`src/hdl/dlt_defines.svh`:
```
// timing and layout constants of the display link transmitter
`ifndef DLT_DEFINES_SVH
`define DLT_DEFINES_SVH

`define DLT_SYS_PERIOD_NS 4
`define DLT_PCLK_MAX_PERIOD_NS 56
`define DLT_CLK_LOSS_NS 120
`define DLT_CLK_LOSS_CYC ((`DLT_CLK_LOSS_NS) / (`DLT_SYS_PERIOD_NS))
`define DLT_PD_MIN_PULSE_US 1
`define DLT_PAIRS 4
`define DLT_SLOTS 7
`define DLT_WORD_W 28
`define DLT_COLOUR_W 24
`define DLT_LAST_SLOT 3'h6
`define DLT_SLOT_STEP 9'h007
`define DLT_CLK_PATTERN 7'h63
`define DLT_CNT_MAX 8'hFF

`endif

```
`src/hdl/dlt_pkg.sv`:
```
// types of the display link transmitter
package dlt_pkg;

    typedef enum logic [1:0] {
        DLT_IDLE  = 2'h0,
        DLT_TRACK = 2'h1,
        DLT_SEND  = 2'h3
    } dlt_state_t;

    typedef struct packed {
        logic pclk_s1;
        logic pclk_s2;
        logic pclk_d;
        logic pd_s1;
        logic pd_s2;
        logic [27:0] dat_s1;
        logic [27:0] dat_s2;
        logic [27:0] word;
        logic [7:0] cnt;
        logic [7:0] period;
        logic [7:0] acc;
        logic [2:0] slot;
        dlt_state_t state;
        logic [3:0] data_p;
        logic clk_p;
        logic oe;
    } dlt_regs_t;

endpackage : dlt_pkg

```
`src/hdl/dlt_tx.sv`:
```
// display link transmitter: parallel pixel word to four serial pairs plus clock pair
`include "dlt_defines.svh"
`timescale 1ns/1ns
`default_nettype none

module dlt_tx (
    input wire logic I_CLOCK,
    input wire logic I_RST_N,
    input wire logic I_PIXEL_CLOCK_IN,
    input wire logic I_POWER_DOWN_N,
    input wire logic [23:0] I_COLOUR,
    input wire logic I_LINE_SYNC,
    input wire logic I_FRAME_SYNC,
    input wire logic I_PIXEL_DATA_VALID,
    input wire logic I_SPARE_IN,
    output logic [3:0] O_DATA_P,
    output logic [3:0] O_DATA_N,
    output logic O_CLK_P,
    output logic O_CLK_N,
    output logic O_LINK_OE
);

    localparam logic [7:0] LOSS_CYC = 8'(`DLT_CLK_LOSS_CYC);
    localparam logic [6:0] CLK_PAT = `DLT_CLK_PATTERN;

    dlt_pkg::dlt_regs_t st_reg;
    dlt_pkg::dlt_regs_t st_next;
    logic fall;
    logic [8:0] sum;
    logic [27:0] par_word;

    // word layout: spare, data-valid, frame sync, line sync, colour
    assign par_word = {I_SPARE_IN, I_PIXEL_DATA_VALID, I_FRAME_SYNC, I_LINE_SYNC, I_COLOUR};
    // falling edge seen after the second sync stage
    assign fall = st_reg.pclk_d & ~st_reg.pclk_s2;
    assign sum = {1'b0, st_reg.acc} + `DLT_SLOT_STEP;

    always_comb begin
        st_next = st_reg;
        st_next.pclk_s1 = I_PIXEL_CLOCK_IN;
        st_next.pclk_s2 = st_reg.pclk_s1;
        st_next.pclk_d = st_reg.pclk_s2;
        st_next.pd_s1 = I_POWER_DOWN_N;
        st_next.pd_s2 = st_reg.pd_s1;
        st_next.dat_s1 = par_word;
        st_next.dat_s2 = st_reg.dat_s1;
        if (!st_reg.pd_s2) begin
            // power-down: stop serialising, drop lock
            st_next.state = dlt_pkg::DLT_IDLE;
            st_next.cnt = 8'h00;
            st_next.acc = 8'h00;
            st_next.slot = 3'h0;
        end else if (fall) begin
            // capture on falling edge only, measure period for tracking
            st_next.word = st_reg.dat_s2;
            st_next.period = (st_reg.cnt == `DLT_CNT_MAX) ? `DLT_CNT_MAX : st_reg.cnt + 8'h01;
            st_next.cnt = 8'h00;
            st_next.acc = 8'h00;
            st_next.slot = 3'h0;
            case (st_reg.state)
                dlt_pkg::DLT_IDLE: begin
                    st_next.state = dlt_pkg::DLT_TRACK;
                end
                dlt_pkg::DLT_TRACK, dlt_pkg::DLT_SEND: begin
                    st_next.state = dlt_pkg::DLT_SEND;
                end
                default: begin
                    st_next.state = dlt_pkg::DLT_IDLE;
                end
            endcase
        end else begin
            st_next.cnt = (st_reg.cnt == `DLT_CNT_MAX) ? `DLT_CNT_MAX : st_reg.cnt + 8'h01;
            if (st_reg.cnt >= LOSS_CYC - 8'h01) begin
                // input clock missing: back to idle, pairs low
                st_next.state = dlt_pkg::DLT_IDLE;
            end else if (st_reg.state == dlt_pkg::DLT_SEND) begin
                // seven slots spread evenly over the measured period
                if (sum >= {1'b0, st_reg.period}) begin
                    st_next.acc = 8'(sum - {1'b0, st_reg.period});
                    if (st_reg.slot != `DLT_LAST_SLOT) begin
                        st_next.slot = st_reg.slot + 3'h1;
                    end
                end else begin
                    st_next.acc = sum[7:0];
                end
            end
        end
        // drivers follow the synced pin one edge later
        st_next.oe = st_reg.pd_s2;
        st_next.clk_p = 1'b0;
        st_next.data_p = 4'h0;
        if (st_next.state == dlt_pkg::DLT_SEND) begin
            st_next.clk_p = CLK_PAT[3'h6 - st_next.slot];
            for (int k = 0; k < `DLT_PAIRS; k++) begin
                // pair k carries word bits 7k+6 down to 7k, msb first
                st_next.data_p[k] = st_next.word[k * `DLT_SLOTS + 6 - int'(st_next.slot)];
            end
        end
    end

    always_ff @(posedge I_CLOCK or negedge I_RST_N) begin
        if (!I_RST_N) begin
            st_reg <= '0;
        end else begin
            st_reg <= st_next;
        end
    end

    assign O_DATA_P = st_reg.data_p;
    assign O_DATA_N = ~st_reg.data_p;
    assign O_CLK_P = st_reg.clk_p;
    assign O_CLK_N = ~st_reg.clk_p;
    assign O_LINK_OE = st_reg.oe;

    chk_pd_hiz: assert property (@(posedge I_CLOCK) disable iff (!I_RST_N)
        !st_reg.pd_s2 |=> !O_LINK_OE && st_reg.state == dlt_pkg::DLT_IDLE)
        else $error("drivers still enabled in power-down");

    chk_idle_low: assert property (@(posedge I_CLOCK) disable iff (!I_RST_N)
        st_reg.state != dlt_pkg::DLT_SEND |-> O_DATA_P == 4'h0 && !O_CLK_P && O_DATA_N == 4'hF)
        else $error("pairs not low while not sending");

    chk_clock_loss: assert property (@(posedge I_CLOCK) disable iff (!I_RST_N)
        (st_reg.pd_s2 && !fall && st_reg.cnt == LOSS_CYC - 8'h01) |=> st_reg.state == dlt_pkg::DLT_IDLE)
        else $error("missing input clock not detected");

    chk_fall_capture: assert property (@(posedge I_CLOCK) disable iff (!I_RST_N)
        (fall && st_reg.pd_s2) |=> st_reg.word == $past(st_reg.dat_s2) && st_reg.slot == 3'h0)
        else $error("word not captured on falling edge");

    chk_rise_ignored: assert property (@(posedge I_CLOCK) disable iff (!I_RST_N)
        (!fall && st_reg.pd_s2) |=> $stable(st_reg.word))
        else $error("word changed without falling edge");

    chk_period_track: assert property (@(posedge I_CLOCK) disable iff (!I_RST_N)
        (fall && st_reg.pd_s2 && st_reg.cnt < 8'h20) |=> st_reg.period == $past(st_reg.cnt) + 8'h01)
        else $error("period not re-measured");

    chk_slot_range: assert property (@(posedge I_CLOCK) disable iff (!I_RST_N)
        st_reg.slot <= `DLT_LAST_SLOT)
        else $error("slot index beyond seven slots");

    chk_clk_pattern: assert property (@(posedge I_CLOCK) disable iff (!I_RST_N)
        st_reg.state == dlt_pkg::DLT_SEND |-> O_CLK_P == CLK_PAT[3'h6 - st_reg.slot])
        else $error("clock pair pattern wrong");

    chk_data_map: assert property (@(posedge I_CLOCK) disable iff (!I_RST_N)
        st_reg.state == dlt_pkg::DLT_SEND |-> O_DATA_P[3] == st_reg.word[27 - int'(st_reg.slot)]
            && O_DATA_P[0] == st_reg.word[6 - int'(st_reg.slot)])
        else $error("pair bit mapping wrong");

    chk_send_start: assert property (@(posedge I_CLOCK) disable iff (!I_RST_N)
        (fall && st_reg.pd_s2 && st_reg.state != dlt_pkg::DLT_IDLE) |=> st_reg.state == dlt_pkg::DLT_SEND)
        else $error("captured word not sent");

    chk_oe_on: assert property (@(posedge I_CLOCK) disable iff (!I_RST_N)
        st_reg.pd_s2 |=> O_LINK_OE)
        else $error("drivers not enabled after power-down release");

    chk_pd_quiet: assert property (@(posedge I_CLOCK) disable iff (!I_RST_N)
        !st_reg.pd_s2 |=> O_DATA_P == 4'h0 && !O_CLK_P)
        else $error("serialiser still running in power-down");

    chk_word_hold_pd: assert property (@(posedge I_CLOCK) disable iff (!I_RST_N)
        !st_reg.pd_s2 |=> $stable(st_reg.word))
        else $error("word captured in power-down");

    chk_track_first: assert property (@(posedge I_CLOCK) disable iff (!I_RST_N)
        (fall && st_reg.pd_s2 && st_reg.state == dlt_pkg::DLT_IDLE)
            |=> st_reg.state == dlt_pkg::DLT_TRACK && O_DATA_P == 4'h0)
        else $error("first edge after idle did not only measure");

    chk_idle_wait: assert property (@(posedge I_CLOCK) disable iff (!I_RST_N)
        (!fall && st_reg.state == dlt_pkg::DLT_IDLE) |=> st_reg.state == dlt_pkg::DLT_IDLE)
        else $error("left idle without falling edge");

    chk_clk_first: assert property (@(posedge I_CLOCK) disable iff (!I_RST_N)
        (fall && st_reg.pd_s2 && st_reg.state != dlt_pkg::DLT_IDLE) |=> O_CLK_P && !O_CLK_N)
        else $error("clock pair not high in first slot");

    chk_capture_slot0: assert property (@(posedge I_CLOCK) disable iff (!I_RST_N)
        (fall && st_reg.pd_s2 && st_reg.state != dlt_pkg::DLT_IDLE)
            |=> O_DATA_P[0] == $past(st_reg.dat_s2[6]) && O_DATA_P[3] == $past(st_reg.dat_s2[27]))
        else $error("captured word not in first slot");

    chk_slot_step: assert property (@(posedge I_CLOCK) disable iff (!I_RST_N)
        (st_reg.pd_s2 && !fall && st_reg.state == dlt_pkg::DLT_SEND)
            |=> st_reg.slot == $past(st_reg.slot) || st_reg.slot == $past(st_reg.slot) + 3'h1)
        else $error("slot skipped or went back");

    chk_slot_hold: assert property (@(posedge I_CLOCK) disable iff (!I_RST_N)
        (st_reg.pd_s2 && !fall && st_reg.slot == `DLT_LAST_SLOT)
            |=> st_reg.slot == `DLT_LAST_SLOT)
        else $error("last slot not held until next edge");

    chk_slots_fit: assert property (@(posedge I_CLOCK) disable iff (!I_RST_N)
        (st_reg.state == dlt_pkg::DLT_SEND && st_reg.period >= 8'h07
            && st_reg.cnt == st_reg.period - 8'h01) |-> st_reg.slot == `DLT_LAST_SLOT)
        else $error("seven slots do not fit in one period");

    chk_acc_range: assert property (@(posedge I_CLOCK) disable iff (!I_RST_N)
        (st_reg.state == dlt_pkg::DLT_SEND && st_reg.period >= 8'h08) |-> st_reg.acc < st_reg.period)
        else $error("slot accumulator out of range");

    chk_loss_quiet: assert property (@(posedge I_CLOCK) disable iff (!I_RST_N)
        (st_reg.pd_s2 && !fall && st_reg.cnt >= LOSS_CYC - 8'h01) |=> O_DATA_P == 4'h0 && !O_CLK_P)
        else $error("pairs not low after clock loss");

    chk_no_false_loss: assert property (@(posedge I_CLOCK) disable iff (!I_RST_N)
        (st_reg.pd_s2 && !fall && st_reg.state == dlt_pkg::DLT_SEND && st_reg.cnt < LOSS_CYC - 8'h01)
            |=> st_reg.state == dlt_pkg::DLT_SEND)
        else $error("sending stopped while clock present");

    chk_cnt_restart: assert property (@(posedge I_CLOCK) disable iff (!I_RST_N)
        (fall && st_reg.pd_s2) |=> st_reg.cnt == 8'h00)
        else $error("period count not restarted on edge");

    // every pair against its own slice of the word
    for (genvar k = 0; k < `DLT_PAIRS; k++) begin : g_pair_chk
        chk_pair_map: assert property (@(posedge I_CLOCK) disable iff (!I_RST_N)
            st_reg.state == dlt_pkg::DLT_SEND |-> O_DATA_P[k] == st_reg.word[k * `DLT_SLOTS + 6 - int'(st_reg.slot)])
            else $error("pair slot bit wrong");
    end

endmodule : dlt_tx

`default_nettype wire

```
`config.mk`:
```
export PLATFORM = sky130hd
export DESIGN_NAME = dlt_tx
export DESIGN_NICKNAME = d
export VERILOG_FILES = /design/src/hdl/dlt_pkg.sv /design/src/hdl/dlt_tx.sv
export VERILOG_INCLUDE_DIRS = /design/src /design/src/hdl
export SDC_FILE = /design/constraint.sdc
export NUM_CORES = 1
export LEC_CHECK = 0
export ABC_AREA = 1
export CELL_PAD_IN_SITES_DETAIL_PLACEMENT = 1
export CELL_PAD_IN_SITES_GLOBAL_PLACEMENT = 2
export CORE_MARGIN = 8
export CORE_UTILIZATION = 26
export CTS_BUF_LIST = sky130_fd_sc_hd__clkbuf_8
export DETAILED_ROUTE_END_ITERATION = 10
export DONT_BUFFER_PORTS = 1
export HOLD_SLACK_MARGIN = 0.02
export PLACE_DENSITY_LB_ADDON = 0.1
export SLEW_MARGIN = 20
export SYNTH_ARGS = -nofsm -noshare
export SYNTH_HDL_FRONTEND = slang
export SYNTH_SLANG_ARGS = --single-unit
```
`constraint.sdc`:
```
create_clock -name I_CLOCK -period 5.4 [get_ports I_CLOCK]
set_clock_uncertainty 0.05 [all_clocks]
set_input_delay 0.27 -clock I_CLOCK [delete_from_list [all_inputs] [get_ports I_CLOCK]]
set_output_delay 0.27 -clock I_CLOCK [all_outputs]
set_load 0.005 [all_outputs]
```
==> results.yml, run 1 <==
clock_network:
  cts-root-buf: "clkbuf_8"
  clk_latency_ns: 0.43
  cts_buffers: 17
  cts_tree: "built"
  clock-sinks: 124
  clockBufferDepth: 2
  cts_max_level: 4
  post_cts_buffers: 0
  clk_pin_slew_ns: 0.08
cells_and_area:
  num_antenna_cells: 0
  synthToLayoutAreaGrowth_pct: 17.6
  layout.nets: 694
  finish.utilization: 0.312
  largest_reg_flops: 86
  drive_gt1_frac: 0.120
timing:
  worst_slew_pin_slew_ns: 0.879
  relSlewSlack: 0.413
  min_period_over_period: 0.860
  fmax_mhz: 215
  hold_viol_final: 0
  rsz0062_at_grt: "false"
  slew_viol_final: 0
  min_period_ns: 4.64
  setup_viol: 0
  tns_ns: 0
synthesis:
  syn_inst: 605
  yosysTopAreaCell: "dfrtp_1"
  synth_seq_cells: 124
  synth_top_cell_area_share: 0.556
  synthArstFlopShare: 1.00
  synth_cell_types: 35
  post-synth-top-count-cell: "dfrtp_1"
  synthTopCellsByCount: "dfrtp_1 (124), nand2_1 (97), inv_1 (95)"
  synth_fp_nets: 659
  yosysSeqAreaShare: 0.556
  synth.area.top_cells: "dfrtp_1 (56%), nand2_1 (6.5%), inv_1 (6.4%)"
  yosys_warnings: 0
  synth_flop_cell: "dfrtp_1"
  synth_edf_count: 0
  synth.avg_cell_area_sq_um: 9.23
  syn-cell-area_sq_um: 5580
global_routing:
  first_global_vias: 4649
  antenna_found_initial: 0
  grt_max_degree: 125
  grt.total_usage: 0.119
  grt_use_met2: 0.207
  grt.busiest_layer: "met2"
  grt_pass1_wl_um: 24400
  overflow: 0
  grtUsageMet1: 0.141
  grtUsageMet3: 0.0296
drt:
  drtAntennaViolNets: 0
  via_per_inst: 4.40
  wirelength_um: 14500
  drcViolationCount: 0
  vias: 4077
  dr.pass1.iters: 4
  wl_per_cell_um: 15.6
  drt_iter0_drc: 118
flow_run:
  max_cap_viol_count: 0
place:
  routabilityCongestion: 0.783
  dpl.hpwl_um: 10200
  port_buffers: 0
setup_path:
  path_common_cell: "nor2_1"
  crit_path_end_kind: "register"
  critPathMaxFanout: 15
  cp_data_arrival_time_ns: 4.95
  required_ns: 5.71
  path_class: "reg2reg"
  slowest_delay_ns: 0.52
  critical_path.startpoint_type: "register"
  slowest_stage: "ha_1"
pwr:
  ir_drop_mv: 0.130
  power_density_nw_per_um2: 308
  leakage_nw: 3.09
floorplanning:
  die_area_sq_um: 26400
  dieWidth_um: 163
  start_util: 0.266
  die_h_um: 163
  rows: 53
  core_area_sq_um: 21000
  io-pin-count: 43
worst_hold_path:
  min_path_type: "reg2reg"
outcome:
  status: "finished, final reports clean"
metal layers:
metal  routed length, um  vias to the layer above
met3                 347                       12
met2                7350                       44
met4                 167                        0
met1                6590                     2030
li1                    -                     1991
met5                   0                        -
cell families after synthesis:
kind of cell	synth area share
buf+inv	0.0865
compound gates	0.0897
simple gates	0.200
flops	0.556
mux	0.00179
xor+xnor	0.0157
fa+ha+maj	0.0507
per-stage QoR:
stage	area (sq um)	std cells	hold slack (ns)	setup WS, ns	total power, mW
2_1_floorplan	5580	605	-0.0756	1.67	1.16
3_3_place_gp	5840	864	-0.0685	0.709	1.23
3_5_place_dp	5840	864	-0.0679	0.647	1.23
4_1_cts	6560	927	0.292	0.620	2.06
5_1_grt	6560	927	0.281	0.140	2.14
6_report	6560	927	0.304	0.757	2.02
layout make-up:
class	instances	area, sq um
clock buffer	19	262
clock inverter	12	114
fill	2392	14500
inverter	99	372
multi-input combinational	362	2000
sequential	124	3100
tap	275	344
timing repair buffer	36	368
critical path, delay by kind of cell (launching register included):
kind	cells	cell delay, ns
xor+xnor	1	0.15
flops	1	0.37
simple gates	13	1.15
buf+inv	4	0.77
compound gates	4	0.94
fa+ha+maj	3	1.13
path summary, 6_finish.rpt:
kind	slack, ns	to	cells after the start	start
hold reg to reg	0.30	st_reg[83]$_DFF_PN0_	0	st_next[83]$_DFF_PN0_
min in group asynchronous	0.37	st_next[0]$_DFF_PN0_	2	I_RST_N
setup / recovery	0.76	O_DATA_P[2]$_DFF_PN0_	25	st_reg[11]$_DFFE_PN0P_
setup reg to reg	0.76	O_DATA_P[2]$_DFF_PN0_	25	st_reg[11]$_DFFE_PN0P_
max in group asynchronous	4.33	st_reg[24]$_DFFE_PN0P_	2	I_RST_N
hold / removal	0.30	st_reg[83]$_DFF_PN0_	0	st_next[83]$_DFF_PN0_
layout by cell type (no fill, tap or decap), types with 2 or more instances in the layout:
cell,instances
inv_6,3
dfrtp_1,124
nand2_2,3
inv_1,95
nor3_1,4
clkbuf_8,19
ha_1,21
nand3_1,47
clkinv_2,3
a21oi_1,23
o21ai_0,48
o211ai_1,10
o21ai_1,2
clkinv_4,4
nand4_1,13
or2_2,25
a32o_1,3
nand3_2,3
inv_2,3
xor2_1,6
nor2_2,3
nor2_1,40
buf_4,4
xnor2_1,4
nand2_1,97
dlygate4sd3_1,31
report_power, final:
group	leakage, nW	total, mW	internal (mW)	switching (mW)
registers	1.51	1.01	0.992	0.0195
clock network	0.193	0.778	0.390	0.388
logic	1.39	0.229	0.0859	0.143
total	3.09	2.02	1.47	0.551
timing repair:
item                                    4_1_cts  5_1_grt
hold endpoints to repair                    154        0
hold buffers                                 32        0
gates resized for setup                       0        1
endpoints found under the setup margin        0        1
Note: power is estimated with default switching activity, not from simulation.
==> run 2: changes to the inputs <==
--- a/config.mk
+++ b/config.mk
@@ -14,6 +14,7 @@
 export CTS_BUF_LIST = sky130_fd_sc_hd__clkbuf_8
 export DETAILED_ROUTE_END_ITERATION = 10
 export DONT_BUFFER_PORTS = 1
+export GPL_TIMING_DRIVEN = 0
 export HOLD_SLACK_MARGIN = 0.02
 export PLACE_DENSITY_LB_ADDON = 0.1
 export SLEW_MARGIN = 20
==> results.yml, run 2 (synthesis results as in run 1) <==
timing:
  hold_viol_final: 0
  setup_viol: 0
  slew_viol_final: 0
  relSlewSlack: 0.552
  tns_ns: 0
  min_period_over_period: 0.900
  worst_slew_pin_slew_ns: 0.666
  rsz0062_at_grt: "false"
  min_period_ns: 4.86
  fmax_mhz: 206
cells_and_area:
  layout_commonest_cell: "dfrtp_1"
  final_cell_mix: "dfrtp_1 (124), nand2_1 (97), inv_1 (95)"
  num_antenna_cells: 0
  multi_input_area_sq_um: 2010
  drive_gt1_frac: 0.130
  fill_cells: 2407
  finish.utilization: 0.317
  largest_reg_flops: 86
  synthToLayoutAreaGrowth_pct: 19.4
  layout.nets: 711
  seq_area_sq_um: 3100
  fin_area_sq_um: 6660
clock_network:
  cts_tree: "built"
  clock-sinks: 124
  clk_latency_ns: 0.45
  cts_max_level: 4
  cts_buffers: 17
  cts-root-buf: "clkbuf_8"
  clk_pin_slew_ns: 0.09
  clockBufferDepth: 2
pwr:
  p_sw_mw: 0.621
  p_seq_frac: 0.495
  ir_drop_mv: 0.113
  netSwitchingFraction: 0.304
  power_mw: 2.04
  combPwrFrac: 0.111
  clock_power_share: 0.394
  leakage_nw: 3.13
  p_int_mw: 1.42
  power_density_nw_per_um2: 306
flow_run:
  max_cap_viol_count: 0
setup_path:
  slowest_stage: "inv_1"
  cp_data_arrival_time_ns: 5.17
  path_common_cell: "nor2_1"
  crit_start: "st_reg[11]$_DFFE_PN0P_"
  slowest_delay_ns: 0.43
  r2r_start: "st_reg[11]$_DFFE_PN0P_"
  required_ns: 5.72
  path_class: "reg2reg"
  crit_path_end_kind: "register"
  cp_num_buf_inv: 5
  crit_family: "compound AO/OA/AOI/OAI gates"
  critPathMaxFanout: 10
  critical_path.startpoint_type: "register"
global_routing:
  grt_pass1_wl_um: 24400
  first_global_vias: 4555
  overflow: 0
  grt_max_degree: 125
  antenna_found_initial: 0
  grt.total_usage: 0.119
floorplanning:
  core_area_sq_um: 21000
  die_h_um: 163
  dieWidth_um: 163
  io-pin-count: 43
  die_area_sq_um: 26400
  start_util: 0.266
  rows: 53
outcome:
  status: "finished, final reports clean"
drt:
  vias: 4183
  drtAntennaViolNets: 0
  drcViolationCount: 0
  dr.pass1.iters: 4
  drt_iter0_drc: 107
  wl_per_cell_um: 15.5
  via_per_inst: 4.43
  wirelength_um: 14700
worst_hold_path:
  worstHoldStart: "st_next[88]$_DFF_PN0_"
  min_path_type: "reg2reg"
place:
  dpl.hpwl_um: 10600
  placed_cell_area_sq_um: 5940
  port_buffers: 0
  routabilityCongestion: 0.773
==> run 2: path summary, 6_finish.rpt <==
check | cells after the start | endpoint | slack [ns]
min in group asynchronous | 2 | st_reg[27]$_DFF_PN0_ | 0.38
max reg2reg | 25 | O_DATA_P[2]$_DFF_PN0_ | 0.54
min reg2reg | 0 | st_reg[88]$_DFF_PN0_ | 0.30
min | 0 | st_reg[88]$_DFF_PN0_ | 0.30
max in group asynchronous | 2 | st_reg[41]$_DFF_PN0_ | 4.43
max | 25 | O_DATA_P[2]$_DFF_PN0_ | 0.54
==> run 2: per-layer routing <==
| metal | vias up | wire (um) | global-route usage |
|---|---|---|---|
| met4 | 0 | 126 | 0.0391 |
| met5 | - | 0 | 0 |
| met1 | 2098 | 6660 | 0.142 |
| li1 | 2032 | - | - |
| met2 | 44 | 7620 | 0.210 |
| met3 | 9 | 278 | 0.0260 |
==> run 2: cell type report <==
cell class / count / share of cell area
Multi-Input combinational cell: 362 / 0.302
Timing Repair Buffer: 33 / 0.0514
Tap cell: 275 / 0.0516
Sequential cell: 124 / 0.466
Clock inverter: 15 / 0.0222
Clock buffer: 17 / 0.0351
Buffer: 20 / 0.0167
Inverter: 99 / 0.0558
==> run 2: worst register-to-register path, delay by kind of cell (launching register included) <==
kind / cells / cell delay (ns)
xor gates and xnor gates: 1 / 0.17
and+or+nand+nor: 10 / 0.89
adders and majority gates: 3 / 0.97
AOI/OAI and AO/OA: 6 / 1.18
buffers and inverters: 5 / 1.10
DFF: 1 / 0.40
==> run 2: per-stage QoR <==
step                      hold slack, ns  setup WS, ns  instances
after floorplan                  -0.0756          1.67        605
after global placement           -0.0683         0.378        880
after detailed placement         -0.0688         0.431        881
after CTS                          0.262         0.338        945
after global routing               0.284        0.0979        945
final                              0.303         0.542        945
==> run 2: power groups by stage <==
stage          Combinational (mW)  Sequential (mW)  Clock, mW
2_1_floorplan               0.142             1.02          0
3_3_place_gp                0.190             1.03          0
3_5_place_dp                0.194             1.03          0
4_1_cts                     0.235             1.01      0.849
5_1_grt                     0.265             1.02      0.883
6_report                    0.227             1.01      0.804
==> run 2: repair_timing <==
| action | CTS | global route |
|---|---|---|
| resized for setup | 0 | 1 |
| buffers inserted | 0 | 0 |
| hold endpoints to repair | 154 | 0 |
| hold buffers | 32 | 0 |
| setup endpoints to repair | 0 | 1 |
